`src/mc_pkg.sv`:
```
// constants and types for the 10 Mbit/s manchester line codec
// assumes clk_sys at 40 MHz; every time below is turned into cycles of it
package mc_pkg;
   localparam int CLK_NS = 25;
   localparam int BIT_NS = 100;
   localparam int BIT_CYC = BIT_NS / CLK_NS;
   // send clock phase: high in phases 0 and 1, rising into phase 0
   localparam logic [1:0] TX_SAMPLE_PH = 2'h1;
   localparam logic [1:0] TX_MID_PH = 2'h3;
   localparam logic [1:0] TX_CLK_HI_PH = 2'h1;
   localparam logic [1:0] RC_RISE_PH = 2'h2;
   localparam logic [1:0] TX_PH_RST = 2'h2;
   // squelch: shorter pulses ignored, longer ones always valid
   localparam int SQ_IGNORE_NS = 5;
   localparam int SQ_VALID_NS = 30;
   localparam int SQ_IGN_CYC = (SQ_IGNORE_NS + CLK_NS - 1) / CLK_NS;
   localparam int SQ_VAL_CYC = SQ_VALID_NS / CLK_NS;
   localparam int SQ_MAX = (SQ_IGN_CYC > SQ_VAL_CYC) ? SQ_IGN_CYC : SQ_VAL_CYC;
   localparam logic [4:0] SQ_CYC = 5'(SQ_MAX < 1 ? 1 : SQ_MAX);
   // edge timing tolerance of the phase lock
   localparam int JIT_NS = 18;
   localparam int JIT_CYC = (JIT_NS + CLK_NS - 1) / CLK_NS;
   localparam logic [4:0] MID_MIN = 5'(BIT_CYC - JIT_CYC);
   localparam logic [4:0] EOF_CYC = 5'(BIT_CYC + BIT_CYC / 2);
   localparam logic [4:0] LOCK_BITS = 5'h06;
   localparam int TAIL_BITS = 5;
   localparam logic [4:0] TAIL_CYC = 5'(TAIL_BITS * BIT_CYC);
   localparam int COL_DROP_NS = 350;
   localparam int COL_LAT_CYC = 4;
   localparam logic [4:0] COL_HOLD = 5'(COL_DROP_NS / CLK_NS - COL_LAT_CYC);
   localparam logic [7:0] SYNC_RST = 8'h00;

   typedef enum logic [1:0] {TX_IDLE, TX_SEND, TX_TAIL} mc_tx_state_t;
   typedef enum logic [1:0] {RX_IDLE, RX_ACQ, RX_LOCK, RX_TAIL} mc_rx_state_t;
endpackage : mc_pkg

```
`src/mc_codec.sv`:
```
// manchester encoder, decoder, collision translator and loopback
// assumes one 40 MHz clock; all pins but rst are asynchronous and synchronised here
`timescale 1ns/1ps
`default_nettype none

// Function
// (RQ1) send clock is the 20 MHz oscillator rate halved to 10 MHz; here the 40 MHz clk_sys is divided by four
// (RQ2) encoding starts when frame enable rises, continues while it stays high
// (RQ3) controller drives enable and data synchronous to the send clock rising edge
// (RQ4) frame ends when enable is sampled low; output returns to idle
// (RQ5) final transition of a frame is always positive-going
// (RQ6) idle select low: positive leg high; high: both legs equal
// (RQ7) receive squelch ignores very short negative pulses, accepts long excursions
// (RQ8) carrier present asserts once receive input passes squelch
// (RQ9) recovered data and clock become valid after phase lock, about 6 bits
// (RQ10) end of frame is seen when mid-cell transitions stop
// (RQ11) carrier present drops within about one and a half bit times
// (RQ12) recovered clock runs five more bits after carrier drops, then stays low
// (RQ13) decoder tolerates edge timing deviation of about 18 ns
// (RQ14) collision output high while a 10 MHz collision signal is present
// (RQ15) collision output drops within 350 ns after the signal stops
// (RQ16) collision input has its own squelch against short pulses
// (RQ17) controller backs off its transmission on collision
// (RQ18) loopback feeds encoder output into the decoder instead of the line
// (RQ19) in loopback the line driver idles, receive and collision inputs off
// (RQ20) controller captures recovered data on recovered clock rising edge
// (RQ21) send clock runs continuously, frame or not
// (RQ22) one rises at mid-cell, zero falls at mid-cell
// (RQ23) encoder updates once per half cell, aligned to the send clock
module mc_codec (
   input wire logic clk_sys, // 40 MHz system clock
   input wire logic rst, // synchronous reset, active high
   input wire logic frame_send_enable, // frame gate from controller
   input wire logic send_data, // serial nrz data from controller
   input wire logic idle_mode_select, // high: zero differential idle
   input wire logic loopback_select, // high: internal loopback
   input wire logic rx_in_p, // receive pair, positive leg
   input wire logic rx_in_n, // receive pair, negative leg
   input wire logic col_in_p, // collision pair, positive leg
   input wire logic col_in_n, // collision pair, negative leg
   output logic send_clock_out, // 10 MHz send clock to controller
   output logic tx_out_p, // line driver, positive leg
   output logic tx_out_n, // line driver, negative leg
   output logic carrier_present, // receive carrier present
   output logic recovered_data, // nrz data from the phase lock
   output logic recovered_clock, // recovered bit clock
   output logic collision_detect // collision indication
);

   function automatic logic [4:0] sq_step(input logic [4:0] cnt, input logic neg);
      if (!neg)
         return 5'h00;
      return (cnt == mc_pkg::SQ_CYC) ? cnt : cnt + 5'h01;
   endfunction : sq_step

   logic [7:0] sync1_reg;
   logic [7:0] sync2_reg;
   always_ff @(posedge clk_sys) begin
      if (rst) begin
         sync1_reg <= mc_pkg::SYNC_RST;
         sync2_reg <= mc_pkg::SYNC_RST;
      end else begin
         sync1_reg <= {frame_send_enable, send_data, idle_mode_select, loopback_select,
                       rx_in_p, rx_in_n, col_in_p, col_in_n};
         sync2_reg <= sync1_reg;
      end
   end
   wire fse_s = sync2_reg[7];
   wire txd_s = sync2_reg[6];
   wire sel_s = sync2_reg[5];
   wire lbk_s = sync2_reg[4];
   wire rxp_s = sync2_reg[3];
   wire rxn_s = sync2_reg[2];
   wire colp_s = sync2_reg[1];
   wire coln_s = sync2_reg[0];

   // encoder
   logic [1:0] tx_ph_reg;
   logic sco_reg;
   mc_pkg::mc_tx_state_t tx_state_reg, tx_state_next;
   logic tx_bit_reg, tx_bit_next;
   logic tx_lvl_reg, tx_lvl_next;
   logic tx_p_reg, tx_n_reg;

   wire [1:0] tx_ph_next = tx_ph_reg + 2'h1;
   wire sco_next = tx_ph_next <= mc_pkg::TX_CLK_HI_PH;
   // synced inputs lag the pins by two cycles: phase 1 sees the pin at the edge
   wire tx_tick_s = tx_ph_reg == mc_pkg::TX_SAMPLE_PH; // RQ3
   wire tx_tick_m = tx_ph_reg == mc_pkg::TX_MID_PH;
   wire tx_drive = tx_state_reg != mc_pkg::TX_IDLE;
   wire tx_line_drive = tx_drive && !lbk_s; // RQ19
   wire tx_p_next = tx_line_drive ? tx_lvl_reg : !sel_s; // RQ6
   wire tx_n_next = tx_line_drive && !tx_lvl_reg;

   always_comb begin
      tx_state_next = tx_state_reg;
      tx_bit_next = tx_bit_reg;
      tx_lvl_next = tx_lvl_reg;
      case (tx_state_reg)
         mc_pkg::TX_IDLE: begin
            if (tx_tick_s && fse_s) begin
               tx_state_next = mc_pkg::TX_SEND; // RQ2
               tx_bit_next = txd_s;
               tx_lvl_next = !txd_s; // RQ22
            end
         end
         mc_pkg::TX_SEND: begin
            if (tx_tick_s && fse_s) begin
               tx_bit_next = txd_s; // RQ2
               tx_lvl_next = !txd_s; // RQ22
            end else if (tx_tick_s) begin
               tx_state_next = mc_pkg::TX_TAIL; // RQ4
               tx_lvl_next = 1'b1; // RQ5
            end else if (tx_tick_m) begin
               tx_lvl_next = tx_bit_reg; // RQ22 RQ23
            end
         end
         mc_pkg::TX_TAIL: begin
            if (tx_tick_s)
               tx_state_next = mc_pkg::TX_IDLE; // RQ4
         end
         default: tx_state_next = mc_pkg::TX_IDLE;
      endcase
   end

   always_ff @(posedge clk_sys) begin
      if (rst) begin
         tx_ph_reg <= mc_pkg::TX_PH_RST; // low phase, so the first high period is whole
         sco_reg <= 1'b0;
         tx_state_reg <= mc_pkg::TX_IDLE;
         tx_bit_reg <= 1'b0;
         tx_lvl_reg <= 1'b1;
         tx_p_reg <= 1'b1;
         tx_n_reg <= 1'b0;
      end else begin
         tx_ph_reg <= tx_ph_next;
         sco_reg <= sco_next; // RQ1 RQ21
         tx_state_reg <= tx_state_next;
         tx_bit_reg <= tx_bit_next;
         tx_lvl_reg <= tx_lvl_next;
         tx_p_reg <= tx_p_next;
         tx_n_reg <= tx_n_next;
      end
   end

   // decoder
   mc_pkg::mc_rx_state_t rx_state_reg, rx_state_next;
   logic [4:0] sq_cnt_reg, mid_cnt_reg, mid_cnt_next;
   logic [4:0] lock_cnt_reg, lock_cnt_next, tail_cnt_reg, tail_cnt_next;
   logic dec_prev_reg;
   logic [1:0] rc_ph_reg;
   logic crs_reg, rxd_reg, rxc_reg;

   // loopback takes the encoder level; line receive path is ignored
   wire dec_lvl = lbk_s ? tx_lvl_reg : rxp_s; // RQ18 RQ19
   wire dec_neg = lbk_s ? !tx_lvl_reg : (rxn_s && !rxp_s);
   wire [4:0] sq_cnt_next = sq_step(sq_cnt_reg, dec_neg); // RQ7
   wire sq_ok = dec_neg && (sq_cnt_reg >= mc_pkg::SQ_CYC - 5'h01); // RQ7
   wire rx_active = rx_state_reg == mc_pkg::RX_ACQ || rx_state_reg == mc_pkg::RX_LOCK;
   wire dec_edge = dec_lvl != dec_prev_reg;
   // boundary edges fall inside the blanking window and are skipped
   // counter reads spacing minus one: a mid edge one cycle early is still taken
   wire mid_edge = rx_active && dec_edge && mid_cnt_reg >= mc_pkg::MID_MIN - 5'h01; // RQ13
   wire eof = rx_active && !mid_edge && mid_cnt_reg == mc_pkg::EOF_CYC - 5'h01; // RQ10
   wire [4:0] mid_inc = (mid_cnt_reg == mc_pkg::EOF_CYC) ? mid_cnt_reg : mid_cnt_reg + 5'h01;
   wire [1:0] rc_ph_next = mid_edge ? 2'h0 : rc_ph_reg + 2'h1;
   wire rclk_on = rx_state_next == mc_pkg::RX_LOCK || rx_state_next == mc_pkg::RX_TAIL;
   wire rxc_next = rclk_on && rc_ph_next >= mc_pkg::RC_RISE_PH; // RQ9 RQ12 RQ20
   wire rxd_next = mid_edge ? dec_lvl : rxd_reg;
   wire crs_next = rx_state_next == mc_pkg::RX_ACQ || rx_state_next == mc_pkg::RX_LOCK;

   always_comb begin
      rx_state_next = rx_state_reg;
      mid_cnt_next = mid_inc;
      lock_cnt_next = lock_cnt_reg;
      tail_cnt_next = tail_cnt_reg;
      case (rx_state_reg)
         mc_pkg::RX_IDLE: begin
            if (sq_ok) begin
               rx_state_next = mc_pkg::RX_ACQ; // RQ8
               mid_cnt_next = mc_pkg::MID_MIN;
               lock_cnt_next = 5'h00;
            end
         end
         mc_pkg::RX_ACQ: begin
            if (mid_edge) begin
               mid_cnt_next = 5'h00;
               lock_cnt_next = lock_cnt_reg + 5'h01;
               if (lock_cnt_reg == mc_pkg::LOCK_BITS - 5'h01)
                  rx_state_next = mc_pkg::RX_LOCK; // RQ9
            end else if (eof) begin
               rx_state_next = mc_pkg::RX_IDLE; // RQ11
            end
         end
         mc_pkg::RX_LOCK: begin
            if (mid_edge) begin
               mid_cnt_next = 5'h00;
            end else if (eof) begin
               rx_state_next = mc_pkg::RX_TAIL; // RQ10 RQ11
               tail_cnt_next = 5'h00;
            end
         end
         mc_pkg::RX_TAIL: begin
            if (sq_ok) begin
               rx_state_next = mc_pkg::RX_ACQ; // RQ8
               mid_cnt_next = mc_pkg::MID_MIN;
               lock_cnt_next = 5'h00;
            end else if (tail_cnt_reg == mc_pkg::TAIL_CYC - 5'h01) begin
               rx_state_next = mc_pkg::RX_IDLE; // RQ12
            end else begin
               tail_cnt_next = tail_cnt_reg + 5'h01;
            end
         end
         default: rx_state_next = mc_pkg::RX_IDLE;
      endcase
   end

   always_ff @(posedge clk_sys) begin
      if (rst) begin
         rx_state_reg <= mc_pkg::RX_IDLE;
         sq_cnt_reg <= 5'h00;
         mid_cnt_reg <= 5'h00;
         lock_cnt_reg <= 5'h00;
         tail_cnt_reg <= 5'h00;
         dec_prev_reg <= 1'b1;
         rc_ph_reg <= 2'h0;
         crs_reg <= 1'b0;
         rxd_reg <= 1'b0;
         rxc_reg <= 1'b0;
      end else begin
         rx_state_reg <= rx_state_next;
         sq_cnt_reg <= sq_cnt_next;
         mid_cnt_reg <= mid_cnt_next;
         lock_cnt_reg <= lock_cnt_next;
         tail_cnt_reg <= tail_cnt_next;
         dec_prev_reg <= dec_lvl;
         rc_ph_reg <= rc_ph_next;
         crs_reg <= crs_next; // RQ8 RQ11
         rxd_reg <= rxd_next;
         rxc_reg <= rxc_next;
      end
   end

   // collision translator
   logic [4:0] csq_cnt_reg, col_hold_reg;
   logic col_reg;
   wire cneg = !lbk_s && coln_s && !colp_s; // RQ19
   wire [4:0] csq_cnt_next = sq_step(csq_cnt_reg, cneg); // RQ16
   wire col_q = cneg && (csq_cnt_reg >= mc_pkg::SQ_CYC - 5'h01); // RQ16
   // hold bridges the gaps of a 10 MHz burst, short enough for the drop bound
   wire [4:0] col_hold_next = lbk_s ? 5'h00 :
                              col_q ? mc_pkg::COL_HOLD : // RQ14
                              (col_hold_reg != 5'h00) ? col_hold_reg - 5'h01 : 5'h00; // RQ15
   wire col_next = col_hold_next != 5'h00;

   always_ff @(posedge clk_sys) begin
      if (rst) begin
         csq_cnt_reg <= 5'h00;
         col_hold_reg <= 5'h00;
         col_reg <= 1'b0;
      end else begin
         csq_cnt_reg <= csq_cnt_next;
         col_hold_reg <= col_hold_next;
         col_reg <= col_next; // RQ14 RQ15
      end
   end

   assign send_clock_out = sco_reg;
   assign tx_out_p = tx_p_reg;
   assign tx_out_n = tx_n_reg;
   assign carrier_present = crs_reg;
   assign recovered_data = rxd_reg;
   assign recovered_clock = rxc_reg;
   assign collision_detect = col_reg;

   logic [4:0] col_quiet_reg;
   always_ff @(posedge clk_sys) begin
      if (rst)
         col_quiet_reg <= 5'h00;
      else if (col_q)
         col_quiet_reg <= 5'h00;
      else if (col_quiet_reg != 5'h1f)
         col_quiet_reg <= col_quiet_reg + 5'h01;
   end
endmodule : mc_codec

`default_nettype wire

```
`config.mk`:
```
export PLATFORM = sky130hd
export DESIGN_NAME = mc_codec
export DESIGN_NICKNAME = d
export VERILOG_FILES = /design/src/mc_pkg.sv /design/src/mc_codec.sv
export SDC_FILE = /design/constraint.sdc
export NUM_CORES = 1
export LEC_CHECK = 0
export BUFFER_PORTS_ARGS = -buffer_cell sky130_fd_sc_hd__buf_2
export CELL_PAD_IN_SITES_DETAIL_PLACEMENT = 2
export CELL_PAD_IN_SITES_GLOBAL_PLACEMENT = 2
export CORE_MARGIN = 8
export CORE_UTILIZATION = 40
export DETAILED_ROUTE_END_ITERATION = 12
export MAX_ROUTING_LAYER = met4
export PLACE_DENSITY_LB_ADDON = 0.1
export SLEW_MARGIN = 0
export SYNTH_ARGS = -nofsm -noshare
export SYNTH_HDL_FRONTEND = slang
export SYNTH_SLANG_ARGS = --single-unit
```
`constraint.sdc`:
```
create_clock -name clk_sys -period 5.97 [get_ports clk_sys]
set_clock_uncertainty 0.15 [all_clocks]
set_input_delay 0.597 -clock clk_sys [delete_from_list [all_inputs] [get_ports clk_sys]]
set_output_delay 0.597 -clock clk_sys [all_outputs]
set_load 0.03 [all_outputs]
```
==> results.md <==
- Clk slew on worst S/H paths: approximately 0.1 ns
- Die Y: 94.2 um
- Routed WL per cell: 16.3 um
- Via density: 5.43
- Initial antenna violation count: 0
- Die area: around 8900 um^2
- CP Cell Sequence: inv_1 > ha_1 > or4_1 > o21ai_1 > nor3_1 > or3_1 > ha_1 > nor4_1 > nor4_1
- NetSw: 0.244 mW
- Total global-route track usage: between 10% and 20%
- Final min period: around 2.9 ns
- Int Pwr: 0.599 mW
- Nets: 305
- Max-Slew Margin vs Limit: 52.9%
- Cell Rows: 28
- GPL Wtd Cong: 0.802
- Worst min-delay path class: flip-flop to flip-flop
- Initial Util: between 40% and 50%
- Mean Syn Cell Area: about 9.3 um^2
- FFs w/ async S/R, synth: 0%
- CTS Hold Bufs: 0
- Clock share of power: 31.4%
- Die W: 94.2 um
- First-pass GRT wire length: around 10000 um
- Filler cells: roughly 660
- Postcts setup bufs: 0
- Synth area leader: dfxtp_1
- Dominant cells by area after synthesis: dfxtp_1 (44%), ha_1 (7.7%), nor2b_1 (5.6%)
- Unrepaired setup endpoints after global routing: no
- CTS sink cnt: 54
- Ys flop type: dfxtp_1
- Max stage delay cell, worst path: or4_1
- Layout Utilization: between 40% and 50%
- Stages on worst setup path: 9
- Status: finished clean
- R2r worst-path depth: 9
- Max-slew violations: 0
- Syn Inst Count: 264
- Sequential Power Share: approximately 49%
- Area grow syn2layout: 10.7%
- Drt initial violations: between 100 and 150
- Buffers and inverters on the worst path: 1
- Cell Count, Final, Fillers Out: approximately 360
- Final setup fails: 0
- Placed cell count: around 350
- Distinct cells, synth: a little under 50
- Most frequent cells in the layout: dfxtp_1 (54), nor2_1 (27), nor2b_1 (22), a21oi_1 (19)
- FMAX: 344 MHz
- Vias: around 1,900
- Critical Path Start Type: flip-flop
- Num CTS Buffers: 5
- Final Hold Fails: 0
- Post-CTS sizing: 0
- Sw Ratio: ~29%
- Synth warn: 0
- IO buf count: 16
- Max IR drop VDD: 0.000156 V
- Worst setup EP type: flip-flop
- CP required: about 6.0 ns
- Detail Placement HPWL: 4250 um
- Crit-path max FO: 6
- Worst EP arrival: 2.94 ns
- Core area: between 5000 and 6000 um^2
- Clock root cell: clkbuf_8
- DRT antenna net count: 0
- Clock Latency Late Sink: between 0.3 and 0.4 ns
- DRC: 0
- Share of the synthesized area in the top cell type: between 40% and 50%
- Longest Clk Path Bufs: 2
- Via count of the first global-routing pass: ~2,100
- H-tree depth: 2
- Pwr/cell area: between 300 and 400 nW/um^2
- Max-cap violations: 0
- Crit path kind: flip-flop to flip-flop
- Pre-antenna DRT Iters: 4
- DRT Wirelength: 5800 um
- Combinational power share: about a fifth
- Layout cells sized above 1: 11.0%
- Pleak: 1.03 nW
- Worst-margin pin slew: about 0.71 ns
- Inserted Diodes: 0
- Commonest non-fill, non-tap cell in the layout: dfxtp_1
- CP top delay family: simple AND/OR/NAND/NOR gates
- #FFs+latches synth: 54
- Synth Net Count: 289
- Largest net degree at the start of global routing: 41
- Synth Cell Area: roughly 2400 um^2
- Worst path max stage delay: a little over 0.5 ns
- Crit share post-route: about 49%
- Global route overflow: 0
- Hold depth: 1
- EDFF count, synth: 0
- Power Total: around 0.84 mW
- Sequential element share of the synthesized area: approximately 44%
- Post-Route Setup TNS: 0 ns
- CTS tree: built
- I/O pins: 17
worst reg2reg max path: stages (launching register included):
cell     delay [ns]
dfxtp_1        0.40
inv_1          0.09
ha_1           0.22
or4_1          0.51
o21ai_1        0.35
nor3_1         0.12
or3_1          0.36
ha_1           0.23
nor4_1         0.28
nor4_1         0.07
layout make-up:
class	count	area, um^2	share of cell area, %
multi-input cells	187	1270	47.0
flip-flops and latches	54	1080	39.9
well taps	75	93.8	3.47
clock buffers	6	82.6	3.05
repair buffers	16	80.1	2.96
inverters	16	60.1	2.22
clock inverters	2	38.8	1.43
metal layers:
| layer | global-route usage (%) | part of all wire [%] | up-vias |
|---|---|---|---|
| li1 | - | - | 962 |
| met1 | 17.8 | 48 | 945 |
| met2 | 22.8 | 49 | 17 |
| met3 | 3.04 | 1.9 | 9 |
| met4 | 4.62 | 1.3 | 0 |
| met5 | - | 0 | - |
final timing paths:
check / startpoint / endpoint / slack (ns)
setup / recovery: mid_cnt_reg[0]$_SDFF_PP0_ / recovered_clock$_SDFF_PP0_ / 3.06
hold / removal: rc_ph_reg[0]$_SDFF_PP0_ / rc_ph_reg[0]$_SDFF_PP0_ / 0.29
setup reg to reg: mid_cnt_reg[0]$_SDFF_PP0_ / recovered_clock$_SDFF_PP0_ / 3.06
hold reg to reg: rc_ph_reg[0]$_SDFF_PP0_ / rc_ph_reg[0]$_SDFF_PP0_ / 0.29
stage by stage:
step                cell area [um^2]  worst slack [ns]  hold slack [ns]
floorplan                       2450              3.35            0.263
global placement                2590              3.19            0.268
detailed placement              2590              3.07            0.284
CTS                             2710              3.03            0.300
global route                    2710              2.84            0.311
finish                          2710              3.06            0.294
Yosys cell counts, types with 2 or more instances:
master / n
o21bai_1: 4
dfxtp_1: 54
or3_1: 6
nor2_1: 27
nor3_1: 4
o21a_1: 2
xor2_1: 3
o31a_1: 2
nand4_1: 2
nor4_1: 5
nor4b_1: 2
nand3_1: 4
o21ai_0: 6
nor2b_1: 22
nor3b_1: 2
or4_1: 7
or4b_1: 2
nand3b_1: 2
a21oi_1: 19
o31ai_1: 8
xnor2_1: 5
nand2b_1: 4
clkbuf_1: 5
nor4bb_1: 3
ha_1: 15
nand2_1: 9
inv_1: 16
a211oi_1: 3
cells by family after synthesis:
family | after synthesis | synth area share, %
AND/OR/NAND/NOR | 105 | 24.7
AO/OA/AOI/OAI | 56 | 15.1
flip-flops | 54 | 44.2
buffers and inverters | 23 | 3.84
adder cells (fa/ha/maj) | 15 | 7.67
XOR/XNOR | 9 | 3.53
multiplexers | 2 | 1.02
power by group through the flow:
stage / sequential, mW / clock [mW] / combinational, mW
6_report: 0.409 / 0.265 / 0.169
5_1_grt: 0.414 / 0.288 / 0.188
4_1_cts: 0.410 / 0.272 / 0.172
3_3_place_gp: 0.417 / 0 / 0.164
2_1_floorplan: 0.422 / 0 / 0.121
3_5_place_dp: 0.418 / 0 / 0.171
Note: power is estimated with default switching activity, not from simulation.
